**src/pkg/sfpm_regs.vh**
```
`ifndef SFPM_REGS_VH
`define SFPM_REGS_VH
// Overview of operation
// - Clear input high: normal operation, serial commands accepted.
// - Clear input low: held in reset, every output line released.
// - Clear during write, program or erase aborts that operation.
// - Function configuration bit 0 set makes the dedicated clear input ignored.
// - Shared line 3 clear only when quad off and dedicated clear disabled; otherwise pause whenever quad off.
// - With dedicated clear disabled, pin function select 0 gives pause, 1 gives clear.
// - Modes 0 and 3 supported; master idles clock low or high.
// - Sample on rising clock edges, drive on falling edges.
// - Dual mode: input and output pins become bidirectional lines 0 and 1.
// - Quad modes: four pins become bidirectional lines 0 to 3 in order.
// - Chip select high: deselected, outputs released, no data accepted.
// - Pause low while selected suspends transfer, keeps state, releases output.
// - Quad enable set: guard and pause/clear pins serve only as data.
`define SFPM_LANE_SINGLE 2'h0
`define SFPM_LANE_DUAL   2'h1
`define SFPM_LANE_QUAD   2'h2
`define SFPM_ST_IDLE     2'h0
`define SFPM_ST_ACTIVE   2'h1
`define SFPM_ST_WAIT     2'h2
`define SFPM_BYTE_W      8
`define SFPM_CNT_W       3
`define SFPM_CNT_ZERO    3'h0
`define SFPM_CNT_LAST    3'h7
`define SFPM_BUF_DEPTH   2
`endif

```
**src/core/sfpm_core.v**
```verilog
`timescale 1ns/10ps
`include "sfpm_regs.vh"
// Pin, lane and clear front end of the serial flash slave, oversampling the link on clk
module sfpm_core (
  input  wire       clk,
  input  wire       rst,
  input  wire       sck,
  input  wire       cs_n,
  input  wire       clear_n,
  input  wire [3:0] data_line_in,
  output reg  [3:0] data_line_out,
  output reg  [3:0] data_line_oe_n,
  input  wire       quad_io_enable_bit,
  input  wire       pin_function_select_bit,
  input  wire       clear_disable_bit,
  input  wire       quad_command_mode,
  input  wire       dual_io_mode,
  input  wire       tx_phase,
  input  wire [7:0] tx_data,
  input  wire       tx_valid,
  output wire       tx_ready,
  output wire [7:0] rx_data,
  output wire       rx_valid,
  input  wire       rx_ready,
  input  wire       internal_busy,
  output reg        abort_operation,
  output wire       in_reset,
  output wire       paused,
  output wire       selected
);
  // Three-stage synchronisers; the first stage feeds only the second
  reg [2:0] sck_s_reg;
  reg [2:0] cs_s_reg;
  reg [2:0] clr_s_reg;
  reg [3:0] d_s1_reg;
  reg [3:0] d_s2_reg;
  reg [3:0] d_s3_reg;
  reg       sck_reg;
  reg       cs_n_reg;
  reg       clr_n_reg;
  reg [1:0] state_reg;
  reg [1:0] state_next;
  reg [7:0] rx_sh_reg;
  reg [7:0] tx_sh_reg;
  reg [2:0] bit_reg;
  reg       tx_load_reg;
  wire      sck_rise;
  wire      sck_fall;
  wire      cs_fall;
  wire      shared_is_clear;
  wire      shared_is_pause;
  wire      clr_active;
  wire      pause_active;
  wire [1:0] lanes;
  wire      byte_done;
  wire      push;
  wire [7:0] rx_word;
  wire      buf_in_ready;

  function [2:0] lane_step;
    input [1:0] l;
    begin
      case (l)
        `SFPM_LANE_DUAL: lane_step = 3'h2;
        `SFPM_LANE_QUAD: lane_step = 3'h4;
        default:         lane_step = 3'h1;
      endcase
    end
  endfunction

  always @(posedge clk or posedge rst) begin
    if (rst) begin
      sck_s_reg <= 3'h0;
      cs_s_reg  <= 3'h7;
      clr_s_reg <= 3'h7;
      d_s1_reg  <= 4'h0;
      d_s2_reg  <= 4'h0;
      d_s3_reg  <= 4'h0;
      sck_reg   <= 1'b0;
      cs_n_reg  <= 1'b1;
      clr_n_reg <= 1'b1;
    end else begin
      sck_s_reg <= {sck_s_reg[1:0], sck};
      cs_s_reg  <= {cs_s_reg[1:0], cs_n};
      clr_s_reg <= {clr_s_reg[1:0], clear_n};
      d_s1_reg  <= data_line_in;
      d_s2_reg  <= d_s1_reg;
      d_s3_reg  <= d_s2_reg;
      if (sck_s_reg[1] == sck_s_reg[2])
        sck_reg <= sck_s_reg[2];
      if (cs_s_reg[1] == cs_s_reg[2])
        cs_n_reg <= cs_s_reg[2];
      if (clr_s_reg[1] == clr_s_reg[2])
        clr_n_reg <= clr_s_reg[2];
    end
  end

  // Edge found on the filtered level; idle level covers modes 0 and 3
  assign sck_rise = (sck_s_reg[1] == sck_s_reg[2]) & sck_s_reg[2] & ~sck_reg;
  assign sck_fall = (sck_s_reg[1] == sck_s_reg[2]) & ~sck_s_reg[2] & sck_reg;
  assign cs_fall  = (cs_s_reg[1] == cs_s_reg[2]) & ~cs_s_reg[2] & cs_n_reg;

  // Line 3 role: quad enable steals it first
  assign shared_is_clear = ~quad_io_enable_bit & ~quad_command_mode & clear_disable_bit & pin_function_select_bit;
  assign shared_is_pause = ~quad_io_enable_bit & ~quad_command_mode & ~shared_is_clear;
  // Dedicated clear honoured unless disabled shared clear on line 3
  assign clr_active = (~clr_n_reg & ~clear_disable_bit) | (shared_is_clear & ~d_s3_reg[3]);
  assign pause_active = shared_is_pause & ~d_s3_reg[3] & ~cs_n_reg;
  assign lanes = (quad_io_enable_bit | quad_command_mode) ? `SFPM_LANE_QUAD :
                 dual_io_mode ? `SFPM_LANE_DUAL : `SFPM_LANE_SINGLE;

  assign in_reset = clr_active;
  assign paused   = pause_active;
  assign selected = (state_reg == `SFPM_ST_ACTIVE);

  // Idle awaits a fresh select fall; clear forces WAIT until chip select rises
  always @* begin
    state_next = state_reg;
    case (state_reg)
      `SFPM_ST_IDLE:   if (cs_fall) state_next = `SFPM_ST_ACTIVE;
      `SFPM_ST_ACTIVE: if (cs_n_reg) state_next = `SFPM_ST_IDLE;
      `SFPM_ST_WAIT:   if (cs_n_reg) state_next = `SFPM_ST_IDLE;
      default:         state_next = `SFPM_ST_IDLE;
    endcase
    if (clr_active)
      state_next = `SFPM_ST_WAIT;
  end

  assign byte_done = (bit_reg + lane_step(lanes)) == {1'b0, `SFPM_CNT_ZERO} ||
                     ({1'b0, bit_reg} + {1'b0, lane_step(lanes)}) > {1'b0, `SFPM_CNT_LAST};
  // Rising edges shift in, msb first paused edges are dropped but counts kept
  wire shift_in = selected & ~pause_active & sck_rise & ~tx_phase;
  assign rx_word = (lanes == `SFPM_LANE_QUAD) ? {rx_sh_reg[3:0], d_s3_reg} :
                   (lanes == `SFPM_LANE_DUAL) ? {rx_sh_reg[5:0], d_s3_reg[1:0]} :
                   {rx_sh_reg[6:0], d_s3_reg[0]};
  assign push = shift_in & byte_done;

  always @(posedge clk or posedge rst) begin
    if (rst) begin
      state_reg       <= `SFPM_ST_IDLE;
      rx_sh_reg       <= 8'h00;
      tx_sh_reg       <= 8'h00;
      bit_reg         <= `SFPM_CNT_ZERO;
      tx_load_reg     <= 1'b0;
      abort_operation <= 1'b0;
      data_line_out   <= 4'h0;
      data_line_oe_n  <= 4'hf;
    end else begin
      state_reg       <= state_next;
      abort_operation <= clr_active & internal_busy;
      tx_load_reg     <= 1'b0;
      if (state_next != `SFPM_ST_ACTIVE)
        bit_reg <= `SFPM_CNT_ZERO;
      else if ((shift_in | (sck_fall & tx_phase & ~pause_active)) && bit_reg == `SFPM_CNT_ZERO && tx_phase && ~tx_valid)
        bit_reg <= bit_reg;
      else if (shift_in | (sck_fall & tx_phase & ~pause_active))
        bit_reg <= byte_done ? `SFPM_CNT_ZERO : bit_reg + lane_step(lanes);
      if (shift_in)
        rx_sh_reg <= rx_word;
      // Falling edges drive out msb first
      if (selected & tx_phase & ~pause_active & sck_fall) begin
        if (bit_reg == `SFPM_CNT_ZERO) begin
          tx_load_reg <= tx_valid;
          case (lanes)
            `SFPM_LANE_QUAD: begin data_line_out <= tx_data[7:4]; tx_sh_reg <= {tx_data[3:0], 4'h0}; end
            `SFPM_LANE_DUAL: begin data_line_out <= {2'h0, tx_data[7:6]}; tx_sh_reg <= {tx_data[5:0], 2'h0}; end
            default:         begin data_line_out <= {2'h0, tx_data[7], 1'b0}; tx_sh_reg <= {tx_data[6:0], 1'b0}; end
          endcase
        end else begin
          case (lanes)
            `SFPM_LANE_QUAD: begin data_line_out <= tx_sh_reg[7:4]; tx_sh_reg <= {tx_sh_reg[3:0], 4'h0}; end
            `SFPM_LANE_DUAL: begin data_line_out <= {2'h0, tx_sh_reg[7:6]}; tx_sh_reg <= {tx_sh_reg[5:0], 2'h0}; end
            default:         begin data_line_out <= {2'h0, tx_sh_reg[7], 1'b0}; tx_sh_reg <= {tx_sh_reg[6:0], 1'b0}; end
          endcase
        end
      end
      // Lines released when deselected, in reset or paused
      if (!selected || clr_active || pause_active || !tx_phase)
        data_line_oe_n <= 4'hf;
      else if (sck_fall)
        data_line_oe_n <= (lanes == `SFPM_LANE_QUAD) ? 4'h0 :
                          (lanes == `SFPM_LANE_DUAL) ? 4'hc : 4'hd;
    end
  end

  // Word lost only if both entries are full; nothing flags the loss to the consumer
  assign tx_ready = tx_load_reg;

  sfpm_buf u_buf (
    .clk       (clk),
    .rst       (rst),
    .flush     (clr_active),
    .in_data   (rx_word),
    .in_valid  (push),
    .in_ready  (buf_in_ready),
    .out_data  (rx_data),
    .out_valid (rx_valid),
    .out_ready (rx_ready)
  );
endmodule

```
**src/core/sfpm_buf.v**
```verilog
`timescale 1ns/10ps
// Two-entry buffer; read data come from a register
module sfpm_buf (
  input  wire       clk,
  input  wire       rst,
  input  wire       flush,
  input  wire [7:0] in_data,
  input  wire       in_valid,
  output wire       in_ready,
  output reg  [7:0] out_data,
  output wire       out_valid,
  input  wire       out_ready
);
  reg [7:0] mem_reg [0:1];
  reg       wp_reg;
  reg       rp_reg;
  reg [1:0] cnt_reg;
  wire      push;
  wire      pop;
  assign in_ready  = (cnt_reg != 2'h2);
  assign out_valid = (cnt_reg != 2'h0);
  assign push = in_valid & in_ready;
  assign pop  = out_valid & out_ready;
  always @(posedge clk or posedge rst) begin
    if (rst) begin
      wp_reg  <= 1'b0;
      rp_reg  <= 1'b0;
      cnt_reg <= 2'h0;
    end else if (flush) begin
      wp_reg  <= 1'b0;
      rp_reg  <= 1'b0;
      cnt_reg <= 2'h0;
    end else begin
      if (push)
        wp_reg <= ~wp_reg;
      if (pop)
        rp_reg <= ~rp_reg;
      cnt_reg <= cnt_reg + {1'b0, push} - {1'b0, pop};
    end
  end
  always @(posedge clk) begin
    if (push)
      mem_reg[wp_reg] <= in_data;
  end
  // Registered head: shows the entry at the read pointer after any pop
  always @(posedge clk or posedge rst) begin
    if (rst)
      out_data <= 8'h00;
    else if (push && (cnt_reg == 2'h0 || (cnt_reg == 2'h1 && pop)))
      out_data <= in_data;
    else if (pop)
      out_data <= mem_reg[~rp_reg];
    else
      out_data <= mem_reg[rp_reg];
  end
endmodule

```
**config.mk**
```make
export PLATFORM = sky130hd
export DESIGN_NAME = sfpm_core
export DESIGN_NICKNAME = d
export VERILOG_FILES = /design/src/core/sfpm_core.v /design/src/core/sfpm_buf.v
export VERILOG_INCLUDE_DIRS = /design/src /design/src/pkg
export SDC_FILE = /design/constraint.sdc
export NUM_CORES = 1
export LEC_CHECK = 0
export BUFFER_PORTS_ARGS = -buffer_cell sky130_fd_sc_hd__buf_2
export CAP_MARGIN = 40
export CORE_AREA = 8 8 123 125
export CTS_CLUSTER_DIAMETER = 200
export DETAILED_ROUTE_END_ITERATION = 10
export DIE_AREA = 0 0 131 133
export PLACE_DENSITY = 0.53
export SETUP_SLACK_MARGIN = 0.5
export SYNTH_ARGS = -nofsm -noshare
export SYNTH_HDL_FRONTEND = slang
export SYNTH_HIERARCHICAL = 1
export SYNTH_SLANG_ARGS = --single-unit
export TNS_END_PERCENT = 1
```
**constraint.sdc**
```tcl
create_clock -name clk -period 4.4 [get_ports clk]
set_clock_uncertainty 0.15 [all_clocks]
set_input_delay 0.88 -clock clk [delete_from_list [all_inputs] [get_ports clk]]
set_output_delay 0.88 -clock clk [all_outputs]
set_load 0.05 [all_outputs]
```
Word-level counts from Yosys, hierarchy flattened
Memories as Yosys holds them, arrays and structs flattened.
Cells that the tools add are included.

cells by class
  mux-type cells = 37
  reduce and logical (&&, ||, !) cells = 23
  order comparisons = 1
  bitwise operators = 44
  $add $sub $neg = 4
  equality and inequality tests = 11

operators with widths
  operator                                              count
  2-to-1 mux 8 bit                                      5
  case mux 8 bit (2 select lines)                       2
  AND 1 bit                                             26
  2-to-1 mux 3 bit                                      7
  2-to-1 mux 4 bit                                      4
  case mux 4 bit (2 select lines)                       2
  NOT 1 bit                                             15
  2-to-1 mux 1 bit                                      10
  2-to-1 mux 2 bit                                      5
  nonzero test 2 bit                                    5
  equality test 2 x 1 -> 1 bit (second input constant)  3
  case mux 3 bit (2 select lines)                       1
  logical AND 1 bit                                     5
  logical OR 1 bit                                      5
  adder 3 x 3 -> 4 bit                                  1
  equality test 2 bit (second input constant)           2
  > comparator 4 x 3 -> 1 bit (second input constant)   1
  zero test 2 bit                                       2
  zero test 4 bit                                       1
  inequality test 2 bit (second input constant)         2
  case mux 2 bit (2 select lines)                       1
  adder 3 bit                                           1
  equality test 1 bit                                   3
  zero test 3 bit                                       1
  7 further kinds                                       10

storage, ports and cells
  memory bits (writable) = 16
  logic and storage cells = 142
  memories kept = 1
  bits of input ports = 26
  register bits after elaboration = 66
  output and inout port bits = 22

memory list
  name           words  bits a word  rd ports  clocked after Yosys merged registers in  write ports  RTL line       text
  u_buf.mem_reg  2      8            2         0                                        1            sfpm_buf.v:14  reg [7:0] mem_reg [0:1];

Depth between registers and ports, before layout
  depth after elaboration = 23
  depth in mapped cells = 13
  mapped depth without buffers = 13

Modules after synthesis
Netlist, hierarchy kept.

by module, submodules not included
  module     sequential area each (um^2)  cells each  area each (um^2)  times used
  sfpm_core  1315.0                       213         2479.9            1
  sfpm_buf   780.7                        117         1388.8            1

Worst setup path after synthesis
No wires, ideal clock.

  path kind = input to register
  start = in dual_io_mode
  end = mem u_buf.mem_reg[0][0] (enable)
  arrival = 3093 ps
  library setup time = 324 ps
  path slack = 833 ps
  path buffers = 2
  stages on the path = 11
  data required time = 3926 ps
  cell sequence = buf_2 -> buf_4 -> nand2_1 -> inv_1 -> fa_1 -> xor2_1 -> or3_1 -> a21oi_1 -> inv_1 -> or3_1 -> inv_1

on the way
  word-level cells in the longest chain between the ends = 11
  elaborated cells on any way between the ends = 13
  those cells by class = add/sub (1); order compare (1); eq/ne (2); mux (5); bitwise (2); reduce/logical (2)

ends and longest elaborated chain
  item                                                                 RTL line                          text
  start, declared                                                      sfpm_core.v:17                    input wire dual_io_mode,
  2-to-1 mux 1 bit (no line) *                                         --
  2-to-1 mux 2 bit (no line) *                                         --
  equality test 2 bit or equality test 2 x 1 -> 1 bit (tied branches)  sfpm_core.v:63                    case (l)
  case mux 3 bit (2 select lines) *                                    sfpm_core.v:63
  adder 3 x 3 -> 4 bit *                                               sfpm_core.v:129, sfpm_core.v:130
  > comparator 4 x 3 -> 1 bit or zero test 4 bit (tied branches)       sfpm_core.v:130, sfpm_core.v:129
  logical OR 1 bit *                                                   sfpm_core.v:129                   assign byte_done = (bit_reg + lane_step(lanes)) == {1'b0, `SFPM_CNT_ZERO} ||
  AND 1 bit *                                                          sfpm_core.v:136                   assign push = shift_in & byte_done;
  net push                                                             sfpm_core.v:56                    wire push;
  AND 1 bit *                                                          sfpm_buf.v:22                     assign push = in_valid & in_ready;
  2-to-1 mux 1 bit *                                                   sfpm_buf.v:42                     if (push)
  2-to-1 mux 1 bit (implied by the code) *                             sfpm_buf.v:43                     mem_reg[wp_reg] <= in_data;
  end, declared                                                        sfpm_buf.v:14

The timed path passes the listed nets; every way through them passes the cells marked *.

Worst setup path after layout
  start = in quad_command_mode
  end = mem u_buf.mem_reg[0][7] (enable)

on the way
  word-level cells in the longest chain between the ends = 16
  elaborated cells on any way between the ends = 25
  those cells by class = add/sub (1); order compare (1); eq/ne (2); mux (4); bitwise (15); reduce/logical (2)

ends and longest elaborated chain
  item                                                           RTL line         text
  start, declared                                                sfpm_core.v:16   input wire quad_command_mode,
  branches (longest 12 deep; another with adder 3 x 3 -> 4 bit)  --
  AND 1 bit *                                                    sfpm_core.v:136
  net push                                                       sfpm_core.v:56
  AND 1 bit *                                                    sfpm_buf.v:22
  2-to-1 mux 1 bit *                                             sfpm_buf.v:42
  2-to-1 mux 1 bit (implied by the code) *                       sfpm_buf.v:43

Mark *: on every way through the listed nets, which the timed path passes.

==> summary.txt <==
final hold vios: 0
Placed Area: 4259 µm²
Seq/Total Area, Yosys: 0.5417
Leak: 2.002 nW
DRC Markers: 0
Total GRT Usage: 0.1050
headroom to the max-slew limit: 0.4643
Hold Worst Slack: 0.1964 ns
syn nets: 367
antenna diode count: 0
Avg Cell Area, Syn: 11.72 µm²
HP Class: register to register
worst-margin pin slew: 0.8035 ns
RSZ-0062 raised after global routing: no
DRT iter0 DRCs: 85
Via Count: 2619
Die Y-Extent: 133 µm
Req. time, crit path: 4.26 ns
Filler Cells Inserted: 1291
Clk pin slew, worst setup/hold paths: 0.06 ns
GRT overflow: 0
root buf cell: clkbuf_16
depth of the CTS H-tree: 3
design area: 4541 µm²
IO buf count: 47
Post-Route WL: 8384 µm
DR pass1 iterations: 4
postcts setup bufs: 0
Placer Congestion: 0.7625
setup TNS: 0 ns
highest ir drop seen on vdd: 0.2263 mV
Worst Setup SP: quad_command_mode
share of layout cells above drive strength 1: 0.2749
status: completed
Warnings, synthesis: 6
Synth-to-Final Area Change: 17.37%
cell count after synthesis: 330
Antenna Nets Post-Route: 0
Core Area: 13090 µm²
row count: 42
hold wc startpoint: d_s2_reg[3]$_DFF_PP0_
CTS Hold Bufs: 0
FF-to-FF Start: bit_reg[0]$_DFFE_PP0P_
clk sink count: 80
initial antenna violation count: 0
Routed WL per cell: 15.03 µm
synthesis-stage register bit count: 80
R2R Setup Slk: 1.41 ns
Die ar.: 17420 µm²
largest net degree at the start of global routing: 34
Final #Nets: 414
TritonCTS clock tree: yes
PD cells: 382.2 nW/µm²
min cycle time layout: 3.659 ns
Resized cells post-CTS: 0
cts bufs inserted: 9
Mapped Area: 3869 µm²
Crit Path Class: input port to register
Synth Flop Type: dfrtp_1
vias in the first global route: 2786
Max-cap violations: 0
die width: 131 µm
final core occ: 0.3470
worst-path fanout max: 10
clock latency on the worst-skew pair: 0.34 ns
FFs w/ async S/R, synth: 0.8000
Final period util: 0.8316
initial cell density of the core: 0.2957
max reg flops: 16
first-pass GRT wire length: 14230 µm
number of flops mapped to enable cells by yosys: 16
final setup fails: 0
Final HPWL DP: 6244 µm
Peak Freq: 273.3 MHz
max-slew violations: 0
crit start category: input port
Distinct cells, synth: 58
Clock Path Buffers: 2
Via-to-Cell Ratio: 4.694
CP Capture Type: register
Worst EP arrival: 3.52 ns
Ports: 48
cells by family (layout without fill, tap and decap cells):
logic type	Yosys count	after routing	synth area share
fa+ha+maj	12	12	0.04010
simple gates	106	106	0.1504
flops	80	80	0.5417
mux	25	25	0.07600
xor+xnor	2	2	0.004529
compound gates	71	71	0.1433
buf+inv	34	86	0.04398
per-layer routing:
layer | global-route usage | part of all wire
met1 | 0.1292 | 0.46
met2 | 0.1627 | 0.48
met3 | 0.03656 | 0.041
met4 | 0.04340 | 0.018
met5 | 0 | 0
synth_stat cells (4+ instances only):
| cell | number | area, µm² |
|---|---|---|
| o31ai_1 | 4 | 30.03 |
| mux2i_1 | 14 | 140.1 |
| a41oi_2 | 9 | 146.4 |
| nand2b_1 | 10 | 62.56 |
| nand3_1 | 8 | 40.04 |
| a21o_1 | 13 | 97.59 |
| o21ai_0 | 17 | 85.08 |
| nor3_1 | 10 | 50.05 |
| inv_1 | 18 | 67.56 |
| nor2b_1 | 5 | 31.28 |
| dfrtp_1 | 53 | 1326 |
| buf_2 | 7 | 35.03 |
| nor2_1 | 12 | 45.04 |
| nand3b_1 | 8 | 60.06 |
| nand2_1 | 30 | 112.6 |
| nand4_1 | 5 | 31.28 |
| ha_1 | 10 | 125.1 |
| mux2_2 | 9 | 101.4 |
| a21oi_1 | 12 | 60.06 |
| edfxtp_1 | 16 | 480.5 |
| dfstp_2 | 11 | 289.0 |
path summary, 6_finish.rpt:
path	to	cells past startpoint
worst min register to register	d_s3_reg[3]$_DFF_PP0_	0
worst max-delay path	u_buf/mem_reg[0][7]$_DFFE_PP_	11
min in group asynchronous	d_s3_reg[1]$_DFF_PP0_	2
worst min-delay path	d_s3_reg[3]$_DFF_PP0_	0
worst max register to register	u_buf/mem_reg[0][7]$_DFFE_PP_	8
max in group asynchronous	cs_s_reg[0]$_DFF_PP1_	3
layout by cell type, fill, tap and decap left out, drive strengths merged, types with 12 or more instances in the layout:
cell type / instances
buf: 51
a21oi: 12
mux2i: 14
o21ai: 18
dfrtp: 53
nor2: 13
clkbuf: 12
inv: 19
nand2: 32
a21o: 13
edfxtp: 16
final cells by class:
type / count / area [µm²] / area share
multi-input combinational: 216 / 1603 / 0.3530
sequential: 80 / 2096 / 0.4616
clock buffer: 12 / 236.5 / 0.05208
inverter: 19 / 71.32 / 0.01571
tap: 176 / 220.2 / 0.04850
timing repair buffer: 51 / 269.0 / 0.05925
clock inverter: 4 / 45.04 / 0.009920
critical path: stages:
cell     delay (ns)
buf_2          0.13
nor2_4         0.26
inv_2          0.06
nor2_1         0.17
ha_1           0.21
fa_1           0.43
or3_1          0.38
a21oi_1        0.24
inv_1          0.10
or3_1          0.40
inv_1          0.26
power by group:
group | switching [W] | leakage, nW | total (W) | internal [W]
combinational | 0.000120 | 0.931 | 0.000188 | 0.0000674
sequential | 0.0000293 | 0.939 | 0.000830 | 0.000801
clock | 0.000282 | 0.132 | 0.000718 | 0.000436
total | 0.000432 | 2.00 | 0.00174 | 0.00130
stage by stage:
step	total power (W)	cells	worst slack, ns
global placement	0.001027	541	0.4836
global route	0.001819	558	0.5678
detailed placement	0.001034	542	0.3591
finish	0.001736	558	0.7409
CTS	0.001764	558	0.7148
floorplan	0.0009701	330	0.8328
No activity file was read; power rests on OpenSTA's default activity.
